`config.mk`:
```
export PLATFORM = sky130hd
export DESIGN_NAME = pag_port_a
export DESIGN_NICKNAME = d
export VERILOG_FILES = /design/src/common/pag_pkg.sv /design/src/verilog/pag_sync.sv /design/src/verilog/pag_port_a.sv
export SDC_FILE = /design/constraint.sdc
export NUM_CORES = 1
export LEC_CHECK = 0
export ABC_AREA = 1
export ABC_CLOCK_PERIOD_IN_PS = 1600
export BUFFER_PORTS_ARGS = -buffer_cell sky130_fd_sc_hd__buf_2
export CORE_ASPECT_RATIO = 0.5
export CORE_MARGIN = 4
export CORE_UTILIZATION = 35
export DETAILED_ROUTE_END_ITERATION = 10
export GPL_TIMING_DRIVEN = 0
export PLACE_DENSITY_LB_ADDON = 0.25
export RECOVER_POWER = 25
export SYNTH_ARGS = -nofsm -noshare
export SYNTH_HDL_FRONTEND = slang
export SYNTH_SLANG_ARGS = --single-unit
```
`constraint.sdc`:
```
create_clock -name MCLK -period 1.6 [get_ports MCLK]
set_input_delay 0.08 -clock MCLK [delete_from_list [all_inputs] [get_ports MCLK]]
set_output_delay 0.08 -clock MCLK [all_outputs]
set_load 0.03 [all_outputs]
```
`src/common/pag_pkg.sv`:
```
// Package for the port A GPIO block with pin sharing: offsets, fields, reset values.
// Contract
// [RQ1] Eight software read/write port A latch bits, direction set per bit.
// [RQ2] Reset leaves the port A output latch contents unchanged.
// [RQ3] Direction 1 drives the pin as output; 0 leaves it high-impedance input.
// [RQ4] Reset clears all eight port A direction bits, so pins start as inputs.
// [RQ5] Data read returns the latch for bits whose direction is 1.
// [RQ6] Data read returns the synchronised pin level for bits whose direction is 0.
// [RQ7] Data writes always update the latch; input pins still read the pin.
// [RQ8] Keypad enable on pins 0 to 3 takes the pin from port control.
// [RQ9] Converter channel select naming pins 4 to 7 takes that pin from port control.
// [RQ10] Pins not chosen as converter channels behave as plain digital I/O.
// [RQ11] Software writes the latch before turning a direction bit from 0 to 1.
// [RQ12] Port B pins 0 and 1 are shared as converter inputs by channel select.
// [RQ13] Port B pins 2 to 5 go to timer channels when edge/level select nonzero.
// [RQ14] Port B pin 2 is the periodic interrupt external clock when select is 01.
// [RQ15] Port B pins 6 and 7 become LCD frontplanes when the LCD enable is set.
// [RQ16] Port C 0-5, D and E become frontplanes by per-port enables with LCD enable.
// [RQ17] An alternate function owning a pin stops port drive; latch and direction kept.
package pag_pkg;
   // Register word offsets (byte addresses on the Wishbone bus)
   localparam logic [7:0] PAG_OFS_DATA = 8'h00;
   localparam logic [7:0] PAG_OFS_DIR = 8'h10;
   localparam logic [7:0] PAG_OFS_OWNER = 8'h14;
   localparam logic [7:0] PAG_OFS_SHARE = 8'h18;
   // Port width and split between keypad and converter pins
   localparam int PAG_WIDTH = 8;
   localparam int PAG_KEYPAD_PINS = 4;
   // Converter channel codes for port A pins 4..7 and port B pins 0..1
   localparam logic [4:0] PAG_ADC_CH_PA_FIRST = 5'h00;
   localparam logic [4:0] PAG_ADC_CH_PB_FIRST = 5'h04;
   localparam int PAG_ADC_PA_COUNT = 4;
   localparam int PAG_ADC_PB_COUNT = 2;
   // Periodic interrupt clock select code for the external pin
   localparam logic [1:0] PAG_PPI_EXT_SEL = 2'h1;
   // Reset value and unmapped-offset read value
   localparam logic [7:0] PAG_DIR_RESET = 8'h00;
   localparam logic [31:0] PAG_UNMAPPED_READ = 32'h0000_0000;
endpackage

```
`src/verilog/pag_sync.sv`:
```
// Two-stage synchroniser bank for the pin inputs.
`timescale 1ns/10ps
module pag_sync #(
   parameter int WIDTH = 8
) (
   input wire logic clk,
   input wire logic [WIDTH-1:0] d,
   output logic [WIDTH-1:0] q
);
   logic [WIDTH-1:0] meta;

   // First stage feeds only the second; no reset, so pin levels reach q two clocks later, in reset too
   always_ff @(posedge clk) begin
      meta <= d;
      q <= meta;
   end
endmodule

```
`src/verilog/pag_port_a.sv`:
```
// Port A GPIO with alternate-function ownership and port B-E sharing map.
`timescale 1ns/10ps
module pag_port_a
   import pag_pkg::*;
#(
   parameter int WIDTH = pag_pkg::PAG_WIDTH
) (
   input wire logic MCLK,
   input wire logic RST,
   input wire logic WB_CYC_I,
   input wire logic WB_STB_I,
   input wire logic WB_WE_I,
   input wire logic [7:0] WB_ADR_I,
   input wire logic [3:0] WB_SEL_I,
   input wire logic [31:0] WB_DAT_I,
   output logic [31:0] WB_DAT_O,
   output logic WB_ACK_O,
   input wire logic [WIDTH-1:0] PA_PIN_I,
   output logic [WIDTH-1:0] PA_PIN_O,
   output logic [WIDTH-1:0] PA_PIN_OE_N,
   input wire logic [3:0] KEYPAD_IRQ_ENABLE,
   input wire logic [4:0] CONVERTER_CHANNEL_SELECT,
   input wire logic CONVERTER_ACTIVE,
   input wire logic [1:0] FIRST_TIMER_CH0_ELS,
   input wire logic [1:0] FIRST_TIMER_CH1_ELS,
   input wire logic [1:0] SECOND_TIMER_CH0_ELS,
   input wire logic [1:0] SECOND_TIMER_CH1_ELS,
   input wire logic [1:0] PERIODIC_IRQ_CLOCK_SELECT,
   input wire logic LCD_ENABLE_BIT,
   input wire logic PORT_C_LOW_LCD_ENABLE,
   input wire logic PORT_C_HIGH_LCD_ENABLE,
   input wire logic PORT_D_LCD_ENABLE,
   input wire logic PORT_E_LCD_ENABLE,
   output logic [WIDTH-1:0] PA_ALT_OWNED,
   output logic [WIDTH-1:0] PB_ALT_OWNED,
   output logic [WIDTH-1:0] PC_ALT_OWNED,
   output logic PD_ALT_OWNED,
   output logic PE_ALT_OWNED,
   output logic PB2_PERIODIC_CLK_SEL
);
   import pag_pkg::*;

   logic [WIDTH-1:0] port_a_output_latch;
   logic [WIDTH-1:0] port_a_direction;
   logic [WIDTH-1:0] pin_sync;
   logic [WIDTH-1:0] owned;
   logic [WIDTH-1:0] next_pb_owned;
   logic [WIDTH-1:0] next_pc_owned;
   logic [WIDTH-1:0] read_data;
   logic [31:0] next_dat;
   logic bus_req;
   logic wr_strobe;

   // True when the converter selects channel code base+idx
   function automatic logic adc_hit(input logic [4:0] sel, input logic [4:0] base,
                                    input int idx);
      adc_hit = (sel == (base + 5'(idx)));
   endfunction

   // Timer channel owns its pin when the edge/level pair is nonzero
   function automatic logic timer_owns(input logic [1:0] els);
      timer_owns = (els != 2'h0);
   endfunction

   // External pins pass two flip-flops before any logic reads them
   pag_sync #(.WIDTH(WIDTH)) u_pin_sync (
      .clk(MCLK),
      .d(PA_PIN_I),
      .q(pin_sync)
   );

   // One request per classic cycle; ack drops the cycle after it is given
   assign bus_req = WB_CYC_I && WB_STB_I && !WB_ACK_O;
   assign wr_strobe = bus_req && WB_WE_I && WB_SEL_I[0];

   // Port A ownership: keypad on the low pins, converter on the high pins
   genvar gi;
   generate
      for (gi = 0; gi < WIDTH; gi++) begin : g_own
         if (gi < PAG_KEYPAD_PINS) begin : g_kbd
            assign owned[gi] = KEYPAD_IRQ_ENABLE[gi]; // [RQ8]
         end else begin : g_adc
            // Unselected pins stay plain digital I/O
            assign owned[gi] = CONVERTER_ACTIVE &&
               adc_hit(CONVERTER_CHANNEL_SELECT, PAG_ADC_CH_PA_FIRST,
                       gi - PAG_KEYPAD_PINS); // [RQ9] [RQ10]
         end
      end
   endgenerate

   // Data latch: no reset term at all, so system reset leaves it intact
   always_ff @(posedge MCLK) begin
      if (wr_strobe && WB_ADR_I == PAG_OFS_DATA) begin
         port_a_output_latch <= WB_DAT_I[WIDTH-1:0]; // [RQ1] [RQ2] [RQ7]
      end
   end

   // Direction register clears on reset so every pin starts as input
   always_ff @(posedge MCLK) begin
      if (RST) begin
         port_a_direction <= PAG_DIR_RESET; // [RQ4]
      end else if (wr_strobe && WB_ADR_I == PAG_OFS_DIR) begin
         port_a_direction <= WB_DAT_I[WIDTH-1:0]; // [RQ1]
      end
   end

   // Pin drivers; an owned pin loses port drive but keeps its stored state.
   // Software is expected to load the latch before raising a direction bit,
   // otherwise the old latch value drives the pin until the latch is written.
   always_ff @(posedge MCLK) begin
      if (RST) begin
         PA_PIN_OE_N <= '1;
         PA_PIN_O <= '0;
      end else begin
         PA_PIN_OE_N <= ~(port_a_direction & ~owned); // [RQ3] [RQ17] [RQ11]
         PA_PIN_O <= port_a_output_latch;
      end
   end

   // Read mux per bit: latch for outputs, synchronised pin for inputs
   always_comb begin
      read_data = (port_a_direction & port_a_output_latch) |
                  (~port_a_direction & pin_sync); // [RQ5] [RQ6]
   end

   // Port B sharing map
   always_comb begin
      next_pb_owned = '0;
      for (int i = 0; i < PAG_ADC_PB_COUNT; i++) begin
         next_pb_owned[i] = CONVERTER_ACTIVE &&
            adc_hit(CONVERTER_CHANNEL_SELECT, PAG_ADC_CH_PB_FIRST, i); // [RQ12]
      end
      next_pb_owned[2] = timer_owns(FIRST_TIMER_CH0_ELS) ||
                         (PERIODIC_IRQ_CLOCK_SELECT == PAG_PPI_EXT_SEL); // [RQ13] [RQ14]
      next_pb_owned[3] = timer_owns(FIRST_TIMER_CH1_ELS); // [RQ13]
      next_pb_owned[4] = timer_owns(SECOND_TIMER_CH0_ELS); // [RQ13]
      next_pb_owned[5] = timer_owns(SECOND_TIMER_CH1_ELS); // [RQ13]
      next_pb_owned[6] = LCD_ENABLE_BIT; // [RQ15]
      next_pb_owned[7] = LCD_ENABLE_BIT; // [RQ15]
   end

   // Port C: pins 0-3 by the low enable, 4-5 by the high one, 6-7 plain I/O
   always_comb begin
      next_pc_owned = '0;
      next_pc_owned[3:0] = {4{LCD_ENABLE_BIT && PORT_C_LOW_LCD_ENABLE}}; // [RQ16]
      next_pc_owned[5:4] = {2{LCD_ENABLE_BIT && PORT_C_HIGH_LCD_ENABLE}}; // [RQ16]
   end

   // Sharing outputs registered so every output leaves a flip-flop
   always_ff @(posedge MCLK) begin
      if (RST) begin
         PA_ALT_OWNED <= '0;
         PB_ALT_OWNED <= '0;
         PC_ALT_OWNED <= '0;
         PD_ALT_OWNED <= 1'b0;
         PE_ALT_OWNED <= 1'b0;
         PB2_PERIODIC_CLK_SEL <= 1'b0;
      end else begin
         PA_ALT_OWNED <= owned; // [RQ17]
         PB_ALT_OWNED <= next_pb_owned;
         PC_ALT_OWNED <= next_pc_owned;
         PD_ALT_OWNED <= LCD_ENABLE_BIT && PORT_D_LCD_ENABLE; // [RQ16]
         PE_ALT_OWNED <= LCD_ENABLE_BIT && PORT_E_LCD_ENABLE; // [RQ16]
         PB2_PERIODIC_CLK_SEL <= (PERIODIC_IRQ_CLOCK_SELECT == PAG_PPI_EXT_SEL); // [RQ14]
      end
   end

   // Read data selection; unmapped offsets read zero and still acknowledge
   always_comb begin
      next_dat = PAG_UNMAPPED_READ;
      case (WB_ADR_I)
         PAG_OFS_DATA: next_dat = {24'h0, read_data};
         PAG_OFS_DIR: next_dat = {24'h0, port_a_direction};
         PAG_OFS_OWNER: next_dat = {24'h0, owned};
         PAG_OFS_SHARE: next_dat = {24'h0, next_pb_owned};
         default: next_dat = PAG_UNMAPPED_READ;
      endcase
   end

   // Ack one cycle after the request, read data registered with it
   always_ff @(posedge MCLK) begin
      if (RST) begin
         WB_ACK_O <= 1'b0;
         WB_DAT_O <= '0;
      end else begin
         WB_ACK_O <= bus_req;
         WB_DAT_O <= bus_req ? next_dat : 32'h0;
      end
   end
endmodule

```
==> results summary, run 1 <==
The run finished with clean final reports. The number of enable flip-flop cells after synthesis came out at 8. The path class of the tightest hold or removal check is in2reg.

The die outline area came out at 10000 µm². The clock slew seen by the registers of the worst setup and hold paths is 0.06 ns. The number of buffers created by CTS came out at 9.

Traced cell by cell, the critical path runs through nand3b_1, nor4_4. The clock sink count is 77. The total number of vias came out at 2548.

The final antenna diode count is 0. The number of max-cap violations is 0. The count of buffering cells on the critical path with inverters included came out at 0. The maximum number of pins on one net before global-route repair is 14. The count of port buffers added during placement is 103. The TritonCTS clock tree is done.

The flip-flop and latch count after synthesis came out at 77. The slew of the pin with the lowest slew margin is 0.666 ns. The largest single stage delay on the critical path is 0.56 ns. Detailed placement ended at an HPWL of 5540 µm. The number of optimization iterations in the first detailed-route pass came out at 4. The buffer levels on the longest clock path came out at 2. Static timing analysis puts the maximum clock frequency at 665 MHz.

The global-route congestion overflow total came out at 0. After routing, the total negative slack on setup checks comes to 0 ns. The number of antenna violations at the first check in global routing was 0.

The number of cells produced by synthesis is 359. Using the TritonRoute via totals, the vias-per-cell ratio works out to 3.97. The initial utilization of the core area, before any placement, comes to 36.4%. In this run the worst path has a maximum fanout of 8. The die is 138 µm wide.

The worst setup slack after placement is -0.259 ns. The post-synthesis instance area came out at 2940 µm². The data required time of the worst path came out at 1.56 ns. Broken down by cell family, the worst path's largest delay share belongs to simple AND/OR/NAND/NOR gates.

STA classifies the critical path startpoint as a register. The first global-routing pass estimated 11500 µm of wire. The via count of the first global-routing pass came to 2427. The H-tree was split into 3 levels. The tightest slew margin relative to the limit came out at 55.2%. The worst-case IR drop observed on VDD is 0.584 mV.

The DRC violations left came out at 0. The area of the core came out at 8090 µm². Setup violations remaining at the end of the flow were counted as 0.

The slowest stage of the critical path belongs to the cell nor4_4. The mean instance size in the synthesized netlist is 8.19 µm². The most used flip-flop cell after synthesis is dfxtp_1.

The clock period minus worst slack is 1.50 ns. Of the available clock period, the critical path in the final layout requires 94.0%. The worst path setup slack after routing came out at 0.0964 ns. The number of distinct standard cells referenced by the synthesized netlist came out at 21. At the end of the flow, the number of nets in the layout was 607.

The y dimension of the die is 72.8 µm. The final routed wirelength across all metal layers came out at 7310 µm. The overall routing resource usage is 15.2%. STA puts the critical path data arrival time at 1.47 ns. In this run the core area contains 23 standard-cell rows.

The final max-slew violation count came to 0. For this design the ratio of total power to cell area is 1040 nW/µm². The worst setup path is captured at a register. The clock tree root driver cell is clkbuf_16. Routability-driven placement finished with a final weighted congestion of 0.798. The final clock skew came out at 0.00684 ns. Summed over all cells, the static leakage comes to 0.00214 µW. Setup repair after global routing left no endpoint under its margin.

After detailed routing, the average wire length per cell comes to 11.4 µm. The final number of hold-violating endpoints came out at 0. The total of warnings raised by yosys came out at 0. The clock latency on the worst-skew pair came out at 0.33 ns. The area growth from synthesis to layout is 44.4%. The count of boundary I/O pins came out at 158. The fraction of final layout cells with drive strength greater than 1 is 29.2%.

The critical path is of the reg2reg type. The first routing iteration left 124 violations. In this run the remaining antenna-violating nets after routing total 0. The async set-reset flop share out of synthesis came out at 0%. The sequential share of the synthesized area is 55.1%.
-- cells in the mapped netlist (2+ instances only) --
master,instances,area [µm²]
nand2_2,3,18.8
buf_4,32,240
nand2_1,75,282
dfxtp_1,69,1380
edfxtp_1,8,240
nor2_4,4,45.0
nor2_2,6,37.5
buf_1,3,11.3
inv_1,45,169
nand3_1,30,150
o21ai_0,8,40.0
a21oi_1,12,60.1
nor3_1,2,10.0
nor2_1,55,206
-- where the power goes --
group          internal [µW]  switching [µW]  total (µW)  leakage (µW)
Sequential              2000            11.3        2010      0.000640
Clock                   1200             738        1940      0.000139
Combinational            187             289         476       0.00136
Total                   3380            1040        4420       0.00214
-- layout by cell type, fill, tap and decap left out, types with 2 or more instances in the layout --
cell type      Yosys  routed
buf_2              1      93
nand2_1           75      75
dfxtp_1           69      69
nor2_1            55      55
inv_1             45      45
buf_4             32      32
nand3_1           30      30
dlygate4sd3_1      0      27
conb_1             1      26
clkbuf_1           0      13
a21oi_1           12      12
clkbuf_16          0       9
o21ai_0            8       8
edfxtp_1           8       8
nor2_2             6       6
nor2_4             4       4
nand2_2            3       3
buf_1              3       3
clkinv_2           0       3
nor3_1             2       2
-- worst paths after layout --
path | to | cells past startpoint | from | slack, ns
worst max-delay path | port_a_output_latch[2] | 2 | WB_ACK_O | 0.1
worst min-delay path | PB_ALT_OWNED[2] | 3 | FIRST_TIMER_CH0_ELS[0] | 0.02
worst max register to register | port_a_output_latch[2] | 2 | WB_ACK_O | 0.1
worst min register to register | u_pin_sync.q[7] | 0 | u_pin_sync.meta[7] | 0.32
-- state kept, by name, summed over array words and instances (netlist names) --
name,count
PB2_PERIODIC_CLK_SEL,1
WB_DAT_O,8
u_pin_sync.meta,8
PB_ALT_OWNED,7
PC_ALT_OWNED,2
PA_ALT_OWNED,8
PA_PIN_O,8
PE_ALT_OWNED,1
u_pin_sync.q,8
port_a_output_latch,8
WB_ACK_O,1
PA_PIN_OE_N,8
PD_ALT_OWNED,1
port_a_direction,8
-- metal layers --
metal | vias to the layer above | GRT usage [%] | wire length (µm)
met5 | - | 0 | 0
met4 | 0 | 4.65 | 63
met3 | 4 | 5.03 | 510
met2 | 78 | 24.2 | 3290
met1 | 1093 | 19.8 | 3450
li1 | 1373 | - | -
-- per-stage QoR --
stage	instances	hold slack, ns	total power, µW	cell area (µm²)	util (%)
after floorplan	384	0.108	2340	3040	-
after global placement	599	0.182	2470	3700	45.7
after detailed placement	599	0.184	2480	3700	45.7
after CTS	642	0.00564	4470	4260	52.7
after global routing	642	0.0297	4590	4250	52.5
final	642	0.0171	4420	4250	52.5
-- layout make-up --
| type | count | area, µm² |
|---|---|---|
| fillers | 790 | 3840 |
| flip-flops and latches | 77 | 1620 |
| multi-input cells | 224 | 987 |
| repair buffers | 130 | 772 |
| plain buffers | 37 | 268 |
| clock buffers | 11 | 233 |
| inverters | 46 | 173 |
| well taps | 112 | 140 |
| clock inverters | 5 | 52.6 |
-- logic make-up after synthesis --
group | share of synthesized area [%]
and+or+nand+nor | 26.3
buffers and inverters | 15.0
DFF | 55.1
AOI/OAI and AO/OA | 3.40
other | 0.128
-- worst reg2reg max path: stages, from the launching register on --
cell	delay (ns)
dfxtp_1	0.30
nand3b_1	0.27
nor4_4	0.56
-- timing repair --
action / in CTS / in global routing
endpoints found under the hold margin: 30 / 0
buffers inserted: 0 / 0
setup endpoints to repair: 8 / 0
gates resized for setup: 1 / 0
hold buffers: 27 / 0
Power figures use the tool's default switching activity.
==> run 2, diff against run 1 <==
--- a/config.mk
+++ b/config.mk
@@ -15,6 +15,8 @@
 export GPL_TIMING_DRIVEN = 0
 export PLACE_DENSITY_LB_ADDON = 0.25
 export RECOVER_POWER = 25
+export REMOVE_ABC_BUFFERS = 1
+export SETUP_SLACK_MARGIN = 0.5
 export SYNTH_ARGS = -nofsm -noshare
 export SYNTH_HDL_FRONTEND = slang
 export SYNTH_SLANG_ARGS = --single-unit
==> results summary, run 2 (synthesis gave the netlist of run 1 again) <==
Run status: complete, no violations (unchanged). The utilization after layout was 51.9% (was 52.5%). The kind of cell adding the most delay to the critical path is simple AND/OR/NAND/NOR gates (unchanged).

The estimated wirelength of the detail-placed design came out at 5090 µm (was 5540 µm). The power density over the cells came out at 1040 nW/µm² (about the same). The level count of the clock H-tree is 3 (unchanged). The clock sink count is 77 (unchanged). The kind of start point of the critical path is a register (unchanged).

The count of buffering cells on the critical path with inverters included is 2 (was 0). The global-route wire length before repair came out at 10700 µm (was 11500 µm). The buffer levels on the longest clock path is 2 (unchanged). The x dimension of the die is 138 µm (unchanged).

The overall routing resource usage is 14.4% (was 15.2%). The critical path class is reg2reg (unchanged). The number of max-cap violations came out at 0 (unchanged). Top library cells by usage in the layout, fill and taps aside: buf_2, nand2_1, dfxtp_1 (unchanged).

The maximum number of pins on one net before global-route repair is 38 (was 14). The y dimension of the die came out at 72.8 µm (unchanged). The die outline area is 10000 µm² (unchanged).

The final max-slew violation count came out at 0 (unchanged). The most common cell after layout, fill and taps aside was buf_2 (unchanged). The delay of the slowest cell on the worst path was 0.32 ns (was 0.56 ns). The data required time of the worst path came to 1.64 ns (was 1.56 ns). The maximum fanout along the worst path is 7 (was 8). The final clock skew came out at 0.00303 ns (was 0.00684 ns). The post-detailed-route via-to-cell ratio is 4.06 (was 3.97). Unrepaired setup endpoints after global routing: true (was false). The DRC violations left came out at 0 (unchanged).

The number of cells in the finished layout apart from fillers is 616 (was 642). The clock latency on the worst-skew pair is 0.33 ns (about the same). The layout overhead on the synthesized area came out at 42.6% (was 44.4%). The count of port buffers added during placement is 104 (was 103). The clock slew seen by the registers of the worst setup and hold paths is 0.05 ns (was 0.06 ns).

The starting density of the core came out at 36.4% (unchanged). The final antenna diode count is 0 (unchanged). The number of optimization iterations in the first detailed-route pass came to 4 (unchanged). The arrival time reported for the critical path endpoint is 1.32 ns (was 1.47 ns). The clock tree root driver cell was clkbuf_16 (unchanged). The reported leakage power came to 0.00205 µW (was 0.00214 µW).

The clock period minus worst slack is 1.27 ns (was 1.50 ns). The final routed wirelength across all metal layers is 7130 µm (was 7310 µm). The slew of the pin with the lowest slew margin came out at 0.905 ns (was 0.666 ns). The number of setup violations in the final report came to 0 (unchanged). The critical-path cell with the highest stage delay is dfxtp_2 (was nor4_4). The sort of element at the end of the critical path is a register (unchanged). Ordered list of cells on the worst path: nand3b_1, buf_6, nor4_4, buf_6 (was nand3b_1, nor4_4). The number of antenna violations at the first check in global routing was 0 (unchanged). The iteration-0 DRC count of the detailed router came out at 103 (was 124). The cell count after placement is 564 (was 599).

The tightest slew margin relative to the limit is 39.7% (was 55.2%). The final cycle utilization of the critical path came out at 79.6% (was 94.0%). The TritonCTS clock tree is done (unchanged). The worst hold path class is in2reg (unchanged). The most numerous cell on the critical path is buf_6. The worst hold-check slack is 0.0156 ns (was 0.0171 ns).

The count of nets after finishing came out at 581 (was 607). The maximum vdd ir drop came out at 0.608 mV (was 0.584 mV). The via count of the first global-routing pass is 2220 (was 2427). The site row count came out at 23 (unchanged). The final number of hold-violating endpoints came out at 0 (unchanged). The fraction of final layout cells with drive strength greater than 1 is 30.2% (was 29.2%). The average wire length per cell after detail routing is 11.6 µm (was 11.4 µm). The count of boundary I/O pins is 158 (unchanged).

The area of the core is 8090 µm² (unchanged). The residual antenna-violating net count after detailed routing is 0 (unchanged). The total number of vias is 2499 (was 2548).

The global-route congestion overflow total is 0 (unchanged). The number of buffers created by CTS is 9 (unchanged). The highest clock rate came out at 786 MHz (was 665 MHz). The global placement routability congestion is 0.799 (was 0.798).
[run 2: changes by cell type in the layout (fill, tap and decap cells not counted), sizes merged]
cell         previous run  this run
buf                   129       102
clkbuf                 22        21
clkinvlp                1         0
dlygate4sd3            27        30
[run 2: worst register-to-register path, cell delays in order, from the launching register on]
cell and delay [ns]:
dfxtp_2 0.32, nand3b_1 0.16, buf_6 0.14, nor4_4 0.18
buf_6 0.19
[run 2: power by group]
group	switching, µW	total [µW]	leakage (µW)	internal, µW
clock network	740	1950	0.000141	1210
registers	11.0	2010	0.000642	2000
logic	282	429	0.00127	147
[run 2: layout make-up]
cell class              instances  area, µm²
multi-input cells             224       1060
clock inverters                 4       48.8
inverters                      46        174
well taps                     112        140
clock buffers                  12        236
flip-flops and latches         77       1630
repair buffers                141        903
fillers                       806       3890
[run 2: what timing repair did]
item | in CTS | in global routing
resized for setup | 18 | 11
hold endpoints to repair | 31 | 0
buffers inserted | 2 | 4
pin swaps | 9 | 2
endpoints found under the setup margin | 33 | 24
hold buffers | 30 | 0
[run 2: metal layers]
| metal | GRT usage, % | vias to the layer above | wire length [µm] |
|---|---|---|---|
| li1 | - | 1320 | - |
| met5 | 0 | - | 0 |
| met3 | 5.03 | 6 | 544 |
| met1 | 18.8 | 1089 | 3340 |
| met2 | 22.1 | 84 | 3200 |
| met4 | 5.31 | 0 | 43 |
[run 2: worst paths after layout]
path	from	end	slack, ns	depth (start not counted)
max	WB_ACK_O	port_a_output_latch[0]	0.33	4
min	PERIODIC_IRQ_CLOCK_SELECT[0]	PB2_PERIODIC_CLK_SEL	0.02	3
max reg2reg	WB_ACK_O	port_a_output_latch[0]	0.33	4
min reg2reg	u_pin_sync.meta[5]	u_pin_sync.q[5]	0.32	0
[run 2: stage by stage]
stage          instance area, µm²  setup slack (ns)  TNS (ns)  power, µW
2_1_floorplan                2770            -0.303     -2.43       2270
3_3_place_gp                 3430            -0.926     -7.40       2410
6_report                     4190             0.327         0       4380
5_1_grt                      4190             0.286         0       4570
4_1_cts                      4120             0.283         0       4430
3_5_place_dp                 3440            0.0761         0       2410
==> run 3, diff against run 2 <==
--- a/config.mk
+++ b/config.mk
@@ -6,7 +6,7 @@
 export NUM_CORES = 1
 export LEC_CHECK = 0
 export ABC_AREA = 1
-export ABC_CLOCK_PERIOD_IN_PS = 1600
+export ABC_CLOCK_PERIOD_IN_PS = 1200
 export BUFFER_PORTS_ARGS = -buffer_cell sky130_fd_sc_hd__buf_2
 export CORE_ASPECT_RATIO = 0.5
 export CORE_MARGIN = 4
==> constraint.sdc (replaced) <==
create_clock -name MCLK -period 1.2 [get_ports MCLK]
set_input_delay 0.06 -clock MCLK [delete_from_list [all_inputs] [get_ports MCLK]]
set_output_delay 0.06 -clock MCLK [all_outputs]
set_load 0.03 [all_outputs]
==> results summary, run 3 (synthesis gave the netlist of run 1 again) <==
The depth of the worst register-to-register path was 4 (unchanged). The fraction of final layout cells with drive strength greater than 1 came out at 42.2% (was 30.2%). The count of nets after finishing came out at 584 (was 581). The buffer levels on the longest clock path came to 2 (unchanged). The via count of the first global-routing pass came to 2370 (was 2220). The global placement routability congestion was 0.799 (unchanged).

The clock slew seen by the registers of the worst setup and hold paths came out at 0.06 ns (was 0.05 ns). The multi-input logic area came out at 1100 µm² (was 1060 µm²). The net switching power is 1400 µW (was 1030 µW).

The final routed wirelength across all metal layers came out at 7740 µm (was 7130 µm). The worst hold-check slack came out at 0.0133 ns (was 0.0156 ns). The clock latency on the worst-skew pair came out at 0.33 ns (about the same). The cell-internal power is 4530 µW (was 3350 µW).

The final max-slew violation count came to 0 (unchanged). The sequential cell area in the final layout is 1690 µm² (was 1630 µm²). The maximum number of pins on one net before global-route repair is 38 (unchanged). The overall routing resource usage came out at 15.2% (was 14.4%). The die outline area came to 10000 µm² (unchanged). The beginning of the critical path is WB_ACK_O (unchanged).

The accumulated negative setup slack was -0.588 ns (was 0 ns). The site row count came out at 23 (unchanged). The area of the core is 8090 µm² (unchanged). The origin of the critical flop-to-flop path was WB_ACK_O (unchanged). The clock tree root driver cell was clkbuf_16 (unchanged). The end of the worst register-to-register path is port_a_output_latch[2] (was port_a_output_latch[0]). The tightest slew margin relative to the limit is 37.6% (was 39.7%).

The arrival time reported for the critical path endpoint came out at 1.31 ns (was 1.32 ns). The residual antenna-violating net count after detailed routing was 0 (unchanged). The number of setup violations in the final report came to 13 (was 0). The level count of the clock H-tree came to 3 (unchanged). The y dimension of the die came out at 72.8 µm (unchanged). The share of power burned in the clock network came out at 43.8% (was 44.4%). The share of power burned in registers is 45.4% (was 45.8%). The slack of the worst reg-to-reg path came out at -0.07 ns (was 0.33 ns). The total power came out at 5930 µW (was 4380 µW). The fill cell total of the finished layout came to 733 (was 806).

The TritonCTS clock tree is done (unchanged). The global-route congestion overflow total was 0 (unchanged). The global-route wire length before repair came out at 11300 µm (was 10700 µm). The startpoint of the tightest hold check path is FIRST_TIMER_CH0_ELS[0] (was PERIODIC_IRQ_CLOCK_SELECT[0]). The power density over the cells came out at 1280 nW/µm² (was 1040 nW/µm²). The number of cells in the finished layout apart from fillers is 619 (was 616). The termination of the worst setup path was port_a_output_latch[2] (was port_a_output_latch[0]). The power share of the combinational group came to 10.7% (was 9.8%). The clock sink count came to 77 (unchanged). The total number of vias came to 2589 (was 2499).

The switching share of total power came to 23.6% (about the same). The clock period minus worst slack came out at 1.27 ns (about the same). The DRC violations left is 0 (unchanged). The final antenna diode count came out at 0 (unchanged). The critical path class is reg2reg (unchanged). The kind of start point of the critical path is a register (unchanged).

The number of optimization iterations in the first detailed-route pass came out at 4 (unchanged). The estimated wirelength of the detail-placed design came out at 5090 µm (unchanged). The cell count after placement is 564 (unchanged). The maximum vdd ir drop is 0.759 mV (was 0.608 mV).

The starting density of the core came out at 36.4% (unchanged). The number of antenna violations at the first check in global routing came out at 0 (unchanged). The data required time of the worst path came out at 1.24 ns (was 1.64 ns). The count of port buffers added during placement came out at 104 (unchanged). Unrepaired setup endpoints after global routing: true (unchanged). The post-detailed-route via-to-cell ratio came out at 4.18 (was 4.06). The iteration-0 DRC count of the detailed router came out at 87 (was 103).

The worst hold path class is in2reg (unchanged). The final cycle utilization of the critical path came out at 106% (was 79.6%). The slew of the pin with the lowest slew margin is 0.937 ns (was 0.905 ns).

The number of buffers created by CTS was 9 (unchanged). The sort of element at the end of the critical path is a register (unchanged). Run status: finished, violations left (was complete, no violations). The maximum fanout along the worst path was 7 (unchanged). The final clock skew is 0.00645 ns (was 0.00303 ns).

Top library cells by usage in the layout, fill and taps aside: nand2_1, buf_2, buf_6 (was buf_2, nand2_1, dfxtp_1). The number of max-cap violations is 0 (unchanged). The reported leakage power is 0.00218 µW (was 0.00205 µW).

The most common cell after layout, fill and taps aside is nand2_1 (was buf_2). The count of boundary I/O pins came out at 158 (unchanged). The final number of hold-violating endpoints is 0 (unchanged).

The highest clock rate came to 786 MHz (about the same). The worst path setup slack after routing was -0.0720 ns (was 0.327 ns). The x dimension of the die is 138 µm (unchanged).

The layout overhead on the synthesized area is 57.6% (was 42.6%). The checks that failed: setup timing. The average wire length per cell after detail routing is 12.5 µm (was 11.6 µm).
==> run 3: what timing repair did <==
item                                    in CTS  in global routing
hold endpoints to repair                    42                  0
hold buffers                                32                  0
endpoints found under the setup margin      84                 83
setup buffers                                2                  5
pin swaps                                    9                  5
gates resized for setup                    162                 25
==> run 3: metrics by stage <==
step	cell area, µm²	utilization [%]	setup WS, ns
2_1_floorplan	2770	-	-0.703
3_3_place_gp	3430	42.4	-1.31
3_5_place_dp	3440	42.5	-0.304
4_1_cts	4510	55.7	-0.117
5_1_grt	4630	57.3	-0.117
6_report	4630	57.3	-0.0720
==> run 3: layer usage <==
metal / global-route usage [%] / wire length [µm]
met1: 19.4 / 3420
met3: 5.10 / 616
met2: 24.3 / 3600
met5: 0 / 0
met4: 5.31 / 95
==> run 3: power groups by stage <==
stage / Sequential, µW / Clock, µW / Combinational, µW
final: 2690 / 2600 / 637
after global routing: 2700 / 2790 / 688
after CTS: 2690 / 2660 / 620
after detailed placement: 2730 / 0 / 482
after global placement: 2730 / 0 / 478
after floorplan: 2820 / 0 / 206
==> run 3: worst max-delay path: stages (launching register included) <==
cell and delay, ns:
dfxtp_2 0.32, nand3b_1 0.16, buf_6 0.14, nor4_4 0.18, buf_6 0.19
==> run 3: worst min-delay path by stage <==
stage                              end  cells past startpoint  slack [ns]
floorplan           u_pin_sync.meta[0]                      0        0.09
global placement    u_pin_sync.meta[7]                      1        0.16
detailed placement  u_pin_sync.meta[2]                      1        0.16
CTS                    PB_ALT_OWNED[2]                      3       -0.01
global route           PB_ALT_OWNED[1]                      3        0.03
finish                 PB_ALT_OWNED[2]                      3        0.01
==> run 3: area by class of cell <==
type                    count  area share (%)
multi-input cells         224            23.7
well taps                 112            3.02
clock buffers              12            5.10
inverters                  46            3.75
flip-flops and latches     77            36.4
repair buffers            144            27.1
clock inverters             4            1.05
